**config.mk**
```make
export PLATFORM = sky130hd
export DESIGN_NAME = ccrs_clock_select
export DESIGN_NICKNAME = d
export VERILOG_FILES = /design/src/ccrs_core_decode.v /design/src/ccrs_clock_select.v
export VERILOG_INCLUDE_DIRS = /design/src
export SDC_FILE = /design/constraint.sdc
export NUM_CORES = 1
export LEC_CHECK = 0
export BUFFER_PORTS_ARGS = -buffer_cell sky130_fd_sc_hd__buf_2
export CAP_MARGIN = 20
export CORE_AREA = 2 2 156 158
export DETAILED_ROUTE_END_ITERATION = 6
export DIE_AREA = 0 0 158 160
export GPL_TIMING_DRIVEN = 0
export PLACE_DENSITY = 0.5
export RECOVER_POWER = 100
export REMOVE_ABC_BUFFERS = 1
export SYNTH_ARGS = -nofsm -noshare
export SYNTH_HDL_FRONTEND = slang
export SYNTH_HIERARCHICAL = 1
export SYNTH_SLANG_ARGS = --single-unit
```
**constraint.sdc**
```tcl
create_clock -name ref_clk -period 2.3 [get_ports ref_clk]
set_input_delay 0.115 -clock ref_clk [delete_from_list [all_inputs] [get_ports ref_clk]]
set_output_delay 0.115 -clock ref_clk [all_outputs]
set_load 0.03 [all_outputs]
```
**src/ccrs_regs.vh**
```
// Purpose: constants for core and memory clock ratio select
// Assumes: config word bits numbered 0 = msb, as the field positions show
// Notes:   registers sit at byte offsets chosen for this block
`ifndef CCRS_REGS_VH
`define CCRS_REGS_VH
`define CCRS_CFG_WIDTH     256
`define CCRS_NUM_CORES     4
// big-endian bit n lives at vector index (CFG_WIDTH-1-n)
`define CCRS_MEM_RATIO_MSB 10
`define CCRS_MEM_RANGE_MSB 8
`define CCRS_MEM_SYNC_BIT  184
`define CCRS_MEM_RATE_BIT  232
`define CCRS_MEM_RSV_BIT   234
// source codes: bit 2 picks pll two, bits 1:0 the divider minus one
`define CCRS_SEL_P1_DIV1   4'h0
`define CCRS_SEL_P1_DIV2   4'h1
`define CCRS_SEL_P2_DIV1   4'h4
`define CCRS_SEL_P2_DIV2   4'h5
`define CCRS_OFF_CORE_SEL  12'h000
`define CCRS_OFF_MEM_CFG   12'h004
`define CCRS_OFF_STATUS    12'h008
`define CCRS_OFF_CFG_LOAD  12'h00C
`define CCRS_RESP_OKAY     2'h0
`define CCRS_RESP_SLVERR   2'h2
`endif

```
**src/ccrs_core_decode.v**
```verilog
// Purpose: decode one core complex select code into pll source and divider
// Assumes: codes come from a register loaded only during reset
// Notes:   reserved codes fall back to pll one divide by one
`timescale 1ns/100ps
`include "ccrs_regs.vh"
module ccrs_core_decode
#(
    parameter UPPER_SET = 0
)
(
    input  wire       ref_clk,
    input  wire       rst_n,
    input  wire [3:0] selCode,
    output reg        usePllTwo,
    output reg        divByTwo,
    output reg        codeValid
);
    reg next_usePllTwo;
    reg next_divByTwo;
    reg next_codeValid;

    always @*
    begin
        next_usePllTwo = 1'b0;
        next_divByTwo  = 1'b0;
        next_codeValid = 1'b1;
        case (selCode)
            `CCRS_SEL_P1_DIV1 : next_codeValid = 1'b1;
            `CCRS_SEL_P2_DIV1 : next_usePllTwo = 1'b1;
            `CCRS_SEL_P1_DIV2 :
            begin
                next_divByTwo  = (UPPER_SET == 0);
                next_codeValid = (UPPER_SET == 0);
            end
            `CCRS_SEL_P2_DIV2 :
            begin
                next_usePllTwo = (UPPER_SET != 0);
                next_divByTwo  = (UPPER_SET != 0);
                next_codeValid = (UPPER_SET != 0);
            end
            // reserved: flag it, keep a safe clock
            default : next_codeValid = 1'b0;
        endcase
    end

    always @(posedge ref_clk or negedge rst_n)
    begin
        if (!rst_n)
        begin
            usePllTwo <= 1'b0;
            divByTwo  <= 1'b0;
            codeValid <= 1'b0;
        end
        else
        begin
            usePllTwo <= next_usePllTwo;
            divByTwo  <= next_divByTwo;
            codeValid <= next_codeValid;
        end
    end
endmodule

```
**src/ccrs_clock_select.v**
```verilog
// What this block does
// each core complex gets its own clock choice from its own 4-bit code.
// complexes 0,1: 0000 pll one /1, 0001 pll one /2, 0100 pll two /1.
// complexes 2,3: 0000 pll one /1, 0100 pll two /1, 0101 pll two /2.
// the source writes only listed codes; others have no defined ratio.
// memory pll may run async, referenced to the system clock input.
// async memory ratio comes from the 5-bit field at bits 10 to 14.
// the source sets range bits 8 to 9 to 01 above cutoff, else 00.
// the source clears the memory sync bit 184 for async mode.
// the source clears the memory rate bit 232 for async mode.
// the source always clears reserved memory bit 234.
// fields are caught while reset is held and kept until next reset.
//
// Purpose: latch the reset config word and drive core and memory clock picks
// Assumes: cfgWord is static while cfgLoad is high; axi4-lite register port
// Notes:   cfgLoad is the device's reset-phase strobe, synchronised here
//
// Local design decisions: the register offsets and register access over AXI4-Lite.
`timescale 1ns/100ps
`include "ccrs_regs.vh"
module ccrs_clock_select
#(
    parameter NCORE = `CCRS_NUM_CORES,
    parameter CFGW  = `CCRS_CFG_WIDTH
)
(
    input  wire               ref_clk,
    input  wire               rst_n,
    input  wire [CFGW-1:0]    cfgWord,
    input  wire               cfgLoad,
    input  wire [NCORE*4-1:0] coreSelCode,
    output wire [NCORE-1:0]   coreUsePllTwo,
    output wire [NCORE-1:0]   coreDivByTwo,
    output reg                memAsync,
    output reg  [4:0]         memRatio,
    output reg  [1:0]         memRange,
    output wire               cfgError,
    input  wire [11:0]        s_axi_awaddr,
    input  wire               s_axi_awvalid,
    output wire               s_axi_awready,
    input  wire [31:0]        s_axi_wdata,
    input  wire [3:0]         s_axi_wstrb,
    input  wire               s_axi_wvalid,
    output wire               s_axi_wready,
    output reg  [1:0]         s_axi_bresp,
    output reg                s_axi_bvalid,
    input  wire               s_axi_bready,
    input  wire [11:0]        s_axi_araddr,
    input  wire               s_axi_arvalid,
    output wire               s_axi_arready,
    output reg  [31:0]        s_axi_rdata,
    output reg  [1:0]         s_axi_rresp,
    output reg                s_axi_rvalid,
    input  wire               s_axi_rready
);
    // big-endian bit number to vector index
    function integer bitIdx;
        input integer n;
        begin
            bitIdx = CFGW - 1 - n;
        end
    endfunction

    reg                loadMeta;
    reg                loadSync;
    reg                loadDone;
    reg [NCORE*4-1:0]  selHeld;
    reg                memSyncBit;
    reg                memRateBit;
    reg                memRsvBit;
    reg [NCORE*4-1:0]  swSel;
    wire [NCORE-1:0]   coreValid;

    // two flops: load strobe comes from the reset sequencer domain
    always @(posedge ref_clk or negedge rst_n)
    begin
        if (!rst_n)
        begin
            loadMeta <= 1'b0;
            loadSync <= 1'b0;
        end
        else
        begin
            loadMeta <= cfgLoad;
            loadSync <= loadMeta;
        end
    end

    // capture once per reset; later strobes are ignored
    always @(posedge ref_clk or negedge rst_n)
    begin
        if (!rst_n)
        begin
            loadDone   <= 1'b0;
            selHeld    <= {NCORE*4{1'b0}};
            memAsync   <= 1'b0;
            memRatio   <= 5'h00;
            memRange   <= 2'h0;
            memSyncBit <= 1'b0;
            memRateBit <= 1'b0;
            memRsvBit  <= 1'b0;
        end
        else if (loadSync && !loadDone)
        begin
            loadDone   <= 1'b1;
            selHeld    <= coreSelCode;
            memSyncBit <= cfgWord[bitIdx(`CCRS_MEM_SYNC_BIT)];
            memRateBit <= cfgWord[bitIdx(`CCRS_MEM_RATE_BIT)];
            memRsvBit  <= cfgWord[bitIdx(`CCRS_MEM_RSV_BIT)];
            // sync bit low means memory pll runs off system clock
            memAsync   <= ~cfgWord[bitIdx(`CCRS_MEM_SYNC_BIT)];
            memRatio   <= cfgWord[bitIdx(`CCRS_MEM_RATIO_MSB) -: 5];
            memRange   <= cfgWord[bitIdx(`CCRS_MEM_RANGE_MSB) -: 2];
        end
    end

    // each complex decodes alone; upper half uses the second ratio set
    genvar g;
    generate
        for (g = 0; g < NCORE; g = g + 1)
        begin : gCore
            ccrs_core_decode
            #(
                .UPPER_SET (g >= 2)
            )
            uDec
            (
                .ref_clk   (ref_clk),
                .rst_n     (rst_n),
                .selCode   (selHeld[g*4 +: 4]),
                .usePllTwo (coreUsePllTwo[g]),
                .divByTwo  (coreDivByTwo[g]),
                .codeValid (coreValid[g])
            );
        end
    endgenerate

    // source slips are flagged, not corrected
    wire rangeBad = memRange[1];
    wire memBad   = (memAsync & memRateBit) | memRsvBit | rangeBad;
    assign cfgError = loadDone & ((~&coreValid) | memBad);

    // axi4-lite: single outstanding write and read
    reg  awHeld;
    reg  wHeld;
    reg  [11:0] awAddr;
    reg  [31:0] wData;
    // strobe travels with its data word, not with the response
    reg         wStrb0;
    assign s_axi_awready = !awHeld && !s_axi_bvalid;
    assign s_axi_wready  = !wHeld && !s_axi_bvalid;
    assign s_axi_arready = !s_axi_rvalid;

    always @(posedge ref_clk or negedge rst_n)
    begin
        if (!rst_n)
        begin
            awHeld       <= 1'b0;
            wHeld        <= 1'b0;
            awAddr       <= 12'h000;
            wData        <= 32'h00000000;
            wStrb0       <= 1'b0;
            s_axi_bvalid <= 1'b0;
            s_axi_bresp  <= `CCRS_RESP_OKAY;
            swSel        <= {NCORE*4{1'b0}};
        end
        else
        begin
            if (s_axi_awvalid && s_axi_awready)
            begin
                awHeld <= 1'b1;
                awAddr <= s_axi_awaddr;
            end
            if (s_axi_wvalid && s_axi_wready)
            begin
                wHeld <= 1'b1;
                wData <= s_axi_wdata;
                wStrb0 <= s_axi_wstrb[0];
            end
            if (awHeld && wHeld)
            begin
                awHeld       <= 1'b0;
                wHeld        <= 1'b0;
                s_axi_bvalid <= 1'b1;
                s_axi_bresp  <= `CCRS_RESP_OKAY;
                // scratch copy only: live selections never move
                if (awAddr == `CCRS_OFF_CORE_SEL && wStrb0)
                    swSel <= wData[NCORE*4-1:0];
                else if (awAddr != `CCRS_OFF_CORE_SEL)
                    s_axi_bresp <= `CCRS_RESP_SLVERR;
            end
            else if (s_axi_bvalid && s_axi_bready)
                s_axi_bvalid <= 1'b0;
        end
    end

    always @(posedge ref_clk or negedge rst_n)
    begin
        if (!rst_n)
        begin
            s_axi_rvalid <= 1'b0;
            s_axi_rdata  <= 32'h00000000;
            s_axi_rresp  <= `CCRS_RESP_OKAY;
        end
        else if (s_axi_arvalid && s_axi_arready)
        begin
            s_axi_rvalid <= 1'b1;
            s_axi_rresp  <= `CCRS_RESP_OKAY;
            case (s_axi_araddr)
                `CCRS_OFF_CORE_SEL : s_axi_rdata <= {16'h0000, selHeld};
                `CCRS_OFF_MEM_CFG  : s_axi_rdata <= {21'h000000, memRsvBit,
                    memRateBit, memSyncBit, memAsync, memRange, memRatio};
                `CCRS_OFF_STATUS   : s_axi_rdata <= {24'h000000, coreValid,
                    coreUsePllTwo[1:0], cfgError, loadDone};
                `CCRS_OFF_CFG_LOAD : s_axi_rdata <= {16'h0000, swSel};
                default :
                begin
                    s_axi_rdata <= 32'h00000000;
                    s_axi_rresp <= `CCRS_RESP_SLVERR;
                end
            endcase
        end
        else if (s_axi_rvalid && s_axi_rready)
            s_axi_rvalid <= 1'b0;
    end
endmodule

```
==> results of run 1 <==
final cells by class:
class | instances | area (um^2) | area share
inverter | 6 | 22.5 | 0.00361
tap | 324 | 405 | 0.0649
clock inverter | 6 | 62.6 | 0.0100
timing repair buffer | 176 | 1150 | 0.184
clock buffer | 10 | 239 | 0.0383
sequential | 109 | 2730 | 0.437
multi-input combinational | 184 | 1640 | 0.262
kinds of logic (layout without fill, tap and decap cells):
family                 count (synthesis)  after routing  share of synthesized area
AOI/OAI and AO/OA                     37             37                     0.0582
muxes                                 82             82                      0.226
other                                  1             18                   0.000818
DFF                                  109            109                      0.595
buffers and inverters                 38            198                     0.0489
and+or+nand+nor                       47             47                     0.0713
cell usage after synthesis (3+ instances only):
master       n  area (um^2)
inv_1        6         22.5
nor2_1       9         33.8
mux2_4      10          150
a22o_1       8         70.1
a22oi_1      5         37.5
and2_1       5         31.3
buf_4       18          135
nor4_1       3         18.8
clkbuf_1    10         37.5
a211oi_1     4         30.0
mux2_2      61          687
dfrtp_1    109         2730
mux4_2       7          158
nand2_1     10         37.5
a2bb2oi_1    3         26.3
nor4b_2      4         60.1
o21ai_0     10         50.1
mux2i_1      4         40.0
layer usage:
| layer | vias to the layer above | track usage |
|---|---|---|
| met4 | 0 | 0.0176 |
| li1 | 1447 | - |
| met1 | 1559 | 0.135 |
| met5 | - | 0 |
| met2 | 96 | 0.158 |
| met3 | 5 | 0.0540 |
worst reg2reg max path, stage by stage, from the launching register on:
cell and delay [ps]:
dfrtp_1 390, or4_1 610, nor4_4 390, clkbuf_1 240, mux2_4 320
state kept, by name, indices dropped and copies added, names as in the netlist:
register	cells
s_axi_rdata	16
selHeld	16
swSel	16
wData	16
awAddr	12
memRatio	5
gCore.uDec/codeValid	4
gCore.uDec/divByTwo	4
gCore.uDec/usePllTwo	4
memRange	2
awHeld	1
loadDone	1
loadMeta	1
loadSync	1
memAsync	1
memRateBit	1
memRsvBit	1
memSyncBit	1
s_axi_bresp	1
s_axi_bvalid	1
s_axi_rresp	1
s_axi_rvalid	1
wHeld	1
wStrb0	1
final timing paths:
path | start | cells after the start | endpoint | slack, ps
min in group asynchronous | rst_n | 2 | gCore[3].uDec/divByTwo | 480
min | coreSelCode[11] | 2 | selHeld[11] | 20
min reg2reg | loadMeta | 0 | loadSync | 370
max in group asynchronous | rst_n | 3 | wData[7] | 930
max | awAddr[9] | 4 | swSel[10] | 240
max reg2reg | awAddr[9] | 4 | swSel[10] | 240
where the power goes:
part / internal (mW) / switching, mW
Clock: 0.797 / 0.781
Combinational: 0.537 / 0.512
Sequential: 2.29 / 0.247
metrics by stage:
step	power, mW	hold slack (ps)	utilization
finish	5.16	22.8	0.262
detailed placement	3.61	137	0.230
global route	5.47	7.48	0.262
CTS	5.30	2.81	0.267
floorplan	3.23	-181	-
global placement	3.55	227	0.228
repair_timing:
item                                   CTS  global route
hold buffers                            58             0
buffers inserted                         2             0
endpoints found under the hold margin   97             0
setup endpoints to repair               10             0
==> flow_summary_export.csv, run 1 <==
group,metric,value,unit
global_routing,grt_use_total,0.104,
sta,fmax,486,MHz
worst_setup_path,slowest_delay,610,ps
drt,highest_layer,"met4",
placed_design,gp_congestion,0.736,
sta,drv_slew,0,
clock_tree,cts.sinks,109,
sta,hold_viol_final,0,
floorplanning,die_w,158,um
synth,synth_edf_count,0,
final_layout,drive_gt1_frac,0.342,
power_and_ir_drop,ir_worst_vdd,0.624,mV
floorplanning,rows,57,
sta,final.period_utilization,0.894,
floorplanning,core_area,0.0238,mm^2
clock_tree,cts_root_buffer,"clkbuf_16",
worst_setup_path,crit_fanout,3,
power_and_ir_drop,powerDensity,826,mW/mm^2
drt,drc_errors,0,
placed_design,port_buffers,114,
synth,synth_cell_types,40,
drt,wl_per_cell,15.6,um
floorplanning,dieArea,0.0253,mm^2
global_routing,grt_pass1_vias,3362,
sta,rsz0062_at_grt,"false",
synth,ys_seq_area_frac,0.595,
clock_tree,ctsLongestPathBuffers,2,
final_layout,final_common_cell,"dfrtp_1",
sta,worst_slack,243,ps
synth,ys_seq_elements,109,
clock_tree,cts_made_buffers,9,
worst_setup_path,cp.arrival,2300,ps
synth,ys_warn_count,6,
worst_setup_path,slowest_stage,"or4_1",
global_routing,antenna_found_initial,0,
sta,setup_tns,0,ps
worst_setup_path,worstPathCellList,"or4_1 > nor4_4 > clkbuf_1 > mux2_4",
worst_setup_path,worstPathRequired,2540,ps
floorplanning,ios,398,
power_and_ir_drop,power_leakage,2.76,nW
clock_tree,cts_tree,"built",
drt,detail-route-antenna-nets,0,
placed_design,dp.cells,739,
placed_design,placed_cell_area,0.00547,mm^2
worst_setup_path,path_delay_family,"simple AND/OR/NAND/NOR gates",
worst_setup_path,start_kind,"flip-flop",
drt,drt-initial-drc-count,119,
synth,avgSynthCellArea,14.6,um^2
synth,netlist_instances,314,
synth,async_flop_share,1.00,
final_layout,diodes,0,
drt,wirelength,12.7,mm
synth,synth-main-ff-cell,"dfrtp_1",
worst_setup_path,end_kind,"flip-flop",
drt,wl_met1,5.89,mm
final_layout,final_cell_mix,"109 x dfrtp_1, 73 x buf_2, 61 x mux2_2",
sta,max_slew_margin,0.289,
drt,vias_per_cell,3.81,
sta,worst_slew_pin_slew,1070,ps
final_layout,fin_nets,826,
placed_design,hpwl,9.42,mm
clock_tree,path_clk_slew,80,ps
final_layout,fin_area,0.00625,mm^2
clock_tree,ctsHtreeMaxLevel,3,
clock_tree,post_cts_resized,0,
global_routing,grt_pass1_wl,19.7,mm
synth,syn_area,0.00458,mm^2
sta,period_minus_slack,2060,ps
worst_hold_path,hold_class,"in -> reg",
drt,wl_met3,1.09,mm
run,drv_cap,0,
final_layout,syn_to_final_growth,36.3,%
global_routing,grt_max_degree,70,
worst_setup_path,cp.buffers_inverters,1,
worst_setup_path,path_class,"reg -> reg",
final_layout,instances_no_fill,815,
placed_design,dp_worst_setup_slack,-85.5,ps
status,status,"finished clean",
clock_tree,insertion_delay,360,ps
sta,fin_skew,9.32,ps
sta,finalSetupViolCount,0,
floorplanning,die_h,160,um
final_layout,nFillCells,2542,
global_routing,grt_remaining_overflow,0,
drt,dr_total_vias,3107,
floorplanning,start_util,0.192,
drt,dr.pass1.iters,4,
drt,dr_wl_met2,5.61,mm
No activity file was read; power rests on OpenSTA's default activity.
==> inputs of run 2 (changes only) <==
--- a/config.mk
+++ b/config.mk
@@ -8,11 +8,11 @@
 export LEC_CHECK = 0
 export BUFFER_PORTS_ARGS = -buffer_cell sky130_fd_sc_hd__buf_2
 export CAP_MARGIN = 20
-export CORE_AREA = 2 2 156 158
+export CORE_AREA = 2 2 154 156
 export DETAILED_ROUTE_END_ITERATION = 6
-export DIE_AREA = 0 0 158 160
+export DIE_AREA = 0 0 156 158
 export GPL_TIMING_DRIVEN = 0
-export PLACE_DENSITY = 0.5
+export PLACE_DENSITY = 0.51
 export RECOVER_POWER = 100
 export REMOVE_ABC_BUFFERS = 1
 export SYNTH_ARGS = -nofsm -noshare
==> constraint.sdc (replaced) <==
create_clock -name ref_clk -period 2.62 [get_ports ref_clk]
set_input_delay 0.131 -clock ref_clk [delete_from_list [all_inputs] [get_ports ref_clk]]
set_output_delay 0.131 -clock ref_clk [all_outputs]
set_load 0.03 [all_outputs]
==> run 2 against run 1 <==
Net effect: the run now ends with capacitance limit, slew limit left; power shrank 9.9%; sequential power shrank 12%; die area shrank 2.5%; global-route usage shrank 0.13 points; highest routed layer is now met5; via count shrank 1.4%; utilization shrank 0.18 points; largest power group unchanged; critical path depth is the same; sequential share of layout area grew 1.8 points; sequential cell count is the same; maximum frequency shrank 13%; non-clock buffer count shrank 22.
==> flow_summary_export.csv, run 2 (synthesis gave the netlist of run 1 again) <==
group,metric,value,unit
worst_setup_path,r2r_cells,4,
sta,hold_viol_final,0,
clock_tree,cts_hold_buf,37,
clock_tree,cts_root_buffer,"clkbuf_16",
worst_setup_path,worstPathRequired,2850,ps
global_routing,grt_use_total,0.103,
worst_setup_path,reg2reg_to,"swSel[11]",
global_routing,grt_max_degree,69,
sta,fmax,424,MHz
power_and_ir_drop,finalPower,4.65,mW
final_layout,final_common_cell,"dfrtp_1",
floorplanning,dieArea,0.0246,mm^2
worst_hold_path,hold_class,"in -> reg",
status,status,"finished, violations left",
worst_setup_path,r2r_setup_slack,260,ps
worst_setup_path,crit_fanout,9,
global_routing,grt_pass1_vias,3156,
sta,worst_slew_pin_slew,1490,ps
power_and_ir_drop,powerDensity,775,mW/mm^2
drt,drt-initial-drc-count,128,
sta,max_slew_margin,-0.000743,
drt,detail-route-antenna-nets,0,
power_and_ir_drop,swShare,0.287,
floorplanning,die_h,158,um
global_routing,grt_remaining_overflow,0,
drt,drc_errors,0,
final_layout,syn_to_final_growth,31.0,%
power_and_ir_drop,p_seq_frac,0.479,
floorplanning,ios,398,
floorplanning,start_util,0.199,
floorplanning,die_w,156,um
power_and_ir_drop,p_int,3.32,mW
clock_tree,cts_made_buffers,9,
worst_setup_path,path_class,"reg -> reg",
sta,period_minus_slack,2360,ps
clock_tree,ctsHtreeMaxLevel,3,
drt,wl_per_cell,16.3,um
status,failed_checks,"capacitance limit, slew limit",
sta,fin_skew,9.80,ps
global_routing,grt_pass1_wl,18.8,mm
drt,highest_layer,"met5",
worst_setup_path,critPathCapture,"swSel[11]",
drt,wl_met3,1.30,mm
drt,dr_wl_met2,5.35,mm
sta,finalSetupViolCount,0,
drt,dr.pass1.iters,4,
sta,whs,8.87,ps
final_layout,instances_no_fill,763,
power_and_ir_drop,ir_worst_vdd,0.495,mV
clock_tree,insertion_delay,360,ps
placed_design,gp_congestion,0.745,
run,drv_cap,1,
clock_tree,post_cts_buffers,0,
final_layout,final_cell_mix,"109 x dfrtp_1, 73 x buf_2, 62 x mux2_2",
worst_setup_path,end_kind,"flip-flop",
clock_tree,post_cts_resized,0,
final_layout,drive_gt1_frac,0.356,
final_layout,nFillCells,2447,
power_and_ir_drop,switchingPower,1.34,mW
drt,wirelength,12.5,mm
clock_tree,ctsLongestPathBuffers,2,
placed_design,port_buffers,114,
clock_tree,path_clk_slew,80,ps
drt,wl_met1,5.66,mm
power_and_ir_drop,comb_power_share,0.194,
worst_setup_path,start_kind,"flip-flop",
placed_design,placed_cell_area,0.00543,mm^2
power_and_ir_drop,power_leakage,2.68,nW
placed_design,hpwl,9.30,mm
worst_hold_path,hp-start,"s_axi_awaddr[9]",
global_routing,antenna_found_initial,3,
placed_design,dp.cells,705,
worst_setup_path,startpoint,"awAddr[9]",
drt,vias_per_cell,4.01,
clock_tree,cts.sinks,109,
final_layout,fin_area,0.00600,mm^2
sta,drv_slew,1,
floorplanning,rows,56,
final_layout,fin_nets,804,
worst_setup_path,r2r-start,"awAddr[9]",
power_and_ir_drop,p_clk_frac,0.327,
sta,final.period_utilization,0.899,
clock_tree,cts_tree,"built",
sta,rsz0062_at_grt,"false",
worst_setup_path,cp.arrival,2590,ps
floorplanning,core_area,0.0231,mm^2
drt,dr_total_vias,3062,
-- run 2: power by group through the flow --
| stage | Combinational, mW | Clock, mW | Sequential [mW] |
|---|---|---|---|
| floorplan | 0.579 | 0 | 2.26 |
| finish | 0.901 | 1.52 | 2.23 |
| global placement | 0.865 | 0 | 2.25 |
| detailed placement | 0.900 | 0 | 2.27 |
| CTS | 0.947 | 1.58 | 2.24 |
| global route | 0.986 | 1.65 | 2.28 |
-- run 2: through the flow --
step                       util  setup slack, ps  setup TNS [ps]
after floorplan               -              297               0
after global placement    0.233             -400          -12100
after detailed placement  0.236              236               0
after CTS                 0.266              212               0
after global routing      0.260             71.4               0
final                     0.260              264               0
-- run 2: final cells by class --
class	instances	area, um^2	share of cell area
diodes	4	10.0	0.00167
inverters	6	22.5	0.00375
well taps	290	363	0.0604
multi-input cells	184	1630	0.271
clock inverters	7	103	0.0171
repair buffers	154	923	0.154
flip-flops and latches	109	2730	0.454
clock buffers	9	225	0.0375
-- run 2: critical path: stages, from the launching register on --
cell and delay [ps]:
dfrtp_1 390, or4_4 570, nor4_4 710, buf_8 230, mux2_1 330
-- run 2: routing by layer --
layer | up-vias | GRT usage
met5 | - | 0
met4 | 2 | 0.0288
met3 | 15 | 0.0545
met2 | 95 | 0.144
met1 | 1534 | 0.137
li1 | 1416 | -
-- run 2: worst min-delay path by stage --
stage,to,cells past startpoint
after floorplan,awAddr[0],0
after global placement,loadMeta,1
after detailed placement,s_axi_rdata[12],1
after global routing,wData[1],2
final,awAddr[9],2
after CTS,wData[7],2
==> inputs of run 3 (changes only) <==
--- a/config.mk
+++ b/config.mk
@@ -12,7 +12,6 @@
 export DETAILED_ROUTE_END_ITERATION = 6
 export DIE_AREA = 0 0 156 158
 export GPL_TIMING_DRIVEN = 0
-export PLACE_DENSITY = 0.51
 export RECOVER_POWER = 100
 export REMOVE_ABC_BUFFERS = 1
 export SYNTH_ARGS = -nofsm -noshare
==> run 3 against run 2 <==
Net effect: the flow still finishes with violations (capacitance limit, slew limit); wire length increased by 4.2%; worst hold slack better by 5.4 ps; utilization rose by 0.66 points; power down 1.2%; first-iteration DRC count decreased by 20%; clock power decreased by 6%; clock skew increased by 5.7 ps; register-to-register slack about the same.
==> flow_summary_export.csv, run 3 (synthesis gave the netlist of run 1 again) <==
group,metric,value,unit
sta,fmax,425,MHz
global_routing,grt_remaining_overflow,0,
worst_setup_path,critPathCapture,"swSel[8]",
floorplanning,die_h,158,um
clock_tree,ctsHtreeMaxLevel,3,
worst_setup_path,startpoint,"awAddr[9]",
drt,detail-route-antenna-nets,0,
global_routing,grt_pass1_wl,19.1,mm
sta,hold_viol_final,0,
drt,vias_per_cell,3.91,
worst_setup_path,r2r-start,"awAddr[9]",
worst_setup_path,worstPathCellList,"or4_4 > nor4_4 > buf_8 > mux2_1",
floorplanning,dieArea,0.0246,mm^2
clock_tree,cts_tree,"built",
drt,dr.pass1.iters,4,
clock_tree,insertion_delay,370,ps
worst_setup_path,r2r_cells,4,
clock_tree,cts_made_buffers,9,
worst_setup_path,path_class,"reg -> reg",
worst_setup_path,slowest_delay,710,ps
sta,fin_skew,15.5,ps
drt,drt-initial-drc-count,102,
floorplanning,ios,398,
final_layout,fin_nets,820,
global_routing,grt_pass1_vias,3129,
final_layout,fin_area,0.00615,mm^2
clock_tree,path_clk_slew,90,ps
sta,rsz0062_at_grt,"false",
clock_tree,cts.sinks,109,
sta,whs,14.3,ps
final_layout,diodes,0,
worst_setup_path,cp.arrival,2590,ps
final_layout,drive_gt1_frac,0.344,
worst_setup_path,cp.depth,4,
run,drv_cap,1,
power_and_ir_drop,ir_worst_vdd,0.582,mV
sta,period_minus_slack,2350,ps
sta,finalSetupViolCount,0,
sta,drv_slew,29,
worst_setup_path,path_delay_family,"simple AND/OR/NAND/NOR gates",
placed_design,hpwl,9.40,mm
worst_setup_path,r2r_setup_slack,270,ps
worst_setup_path,crit_fanout,9,
drt,drc_errors,0,
worst_hold_path,hold_class,"in -> reg",
drt,wl_per_cell,16.8,um
global_routing,grt_use_total,0.106,
floorplanning,die_w,156,um
power_and_ir_drop,powerDensity,747,mW/mm^2
drt,wirelength,13.0,mm
power_and_ir_drop,power_leakage,2.74,nW
worst_setup_path,start_kind,"flip-flop",
final_layout,final_core_util,0.267,
clock_tree,ctsLongestPathBuffers,2,
floorplanning,start_util,0.199,
drt,dr_total_vias,3034,
placed_design,placed_cell_area,0.00544,mm^2
sta,max_slew_margin,-0.0511,
final_layout,final_cell_mix,"109 x dfrtp_1, 73 x buf_2, 62 x mux2_2",
clock_tree,cts_root_buffer,"clkbuf_16",
final_layout,syn_to_final_growth,34.3,%
clock_tree,post_cts_buffers,0,
floorplanning,core_area,0.0231,mm^2
worst_setup_path,end_kind,"flip-flop",
placed_design,gp_congestion,0.725,
placed_design,port_buffers,114,
sta,final.period_utilization,0.899,
worst_setup_path,cp.buffers_inverters,1,
floorplanning,rows,56,
worst_setup_path,slowest_stage,"nor4_4",
status,status,"finished, violations left",
global_routing,grt_max_degree,66,
status,failed_checks,"capacitance limit, slew limit",
worst_setup_path,worstPathRequired,2860,ps
global_routing,antenna_found_initial,0,
sta,worst_slew_pin_slew,1570,ps
final_layout,final_common_cell,"dfrtp_1",
worst_setup_path,reg2reg_to,"swSel[8]",
-- run 3: worst min-delay path by stage --
stage	end	slack, ps	start	cells after the start
finish	memRatio[4]	10	cfgWord[245]	2
global route	wData[15]	3	s_axi_wdata[15]	2
CTS	wData[14]	3	s_axi_wdata[14]	2
detailed placement	wData[11]	100	rst_n	1
global placement	loadMeta	240	cfgLoad	1
floorplan	awAddr[0]	-160	rst_n	0
-- run 3: layout make-up --
class / instances / area, um^2
Sequential cell: 109 / 2730
Clock inverter: 7 / 83.8
Tap cell: 290 / 363
Inverter: 6 / 22.5
Clock buffer: 9 / 225
Fill cell: 2414 / 16900
Timing Repair Buffer: 170 / 1100
Multi-Input combinational cell: 184 / 1630
-- run 3: stage by stage --
| step | worst slack [ps] | TNS [ps] | power, mW | instances |
|---|---|---|---|---|
| 2_1_floorplan | 297 | 0 | 2.84 | 299 |
| 3_3_place_gp | -506 | -15800 | 3.13 | 703 |
| 3_5_place_dp | 172 | 0 | 3.18 | 705 |
| 4_1_cts | 141 | 0 | 4.72 | 775 |
| 5_1_grt | 111 | 0 | 4.86 | 775 |
| 6_report | 266 | 0 | 4.60 | 775 |
-- run 3: per-layer routing --
layer	share of wire	track usage
met4	0.0063	0.0183
met3	0.094	0.0580
met1	0.48	0.143
met5	0	0
met2	0.42	0.151
-- run 3: repair_timing --
item                                   CTS  global route
hold buffers                            54             0
endpoints found under the hold margin   97             0
gates resized for setup                  0             0
-- run 3: power breakdown --
group	switching, mW	internal, mW	total (mW)
registers	0.223	2.01	2.23
clock network	0.743	0.689	1.43
logic	0.461	0.473	0.934
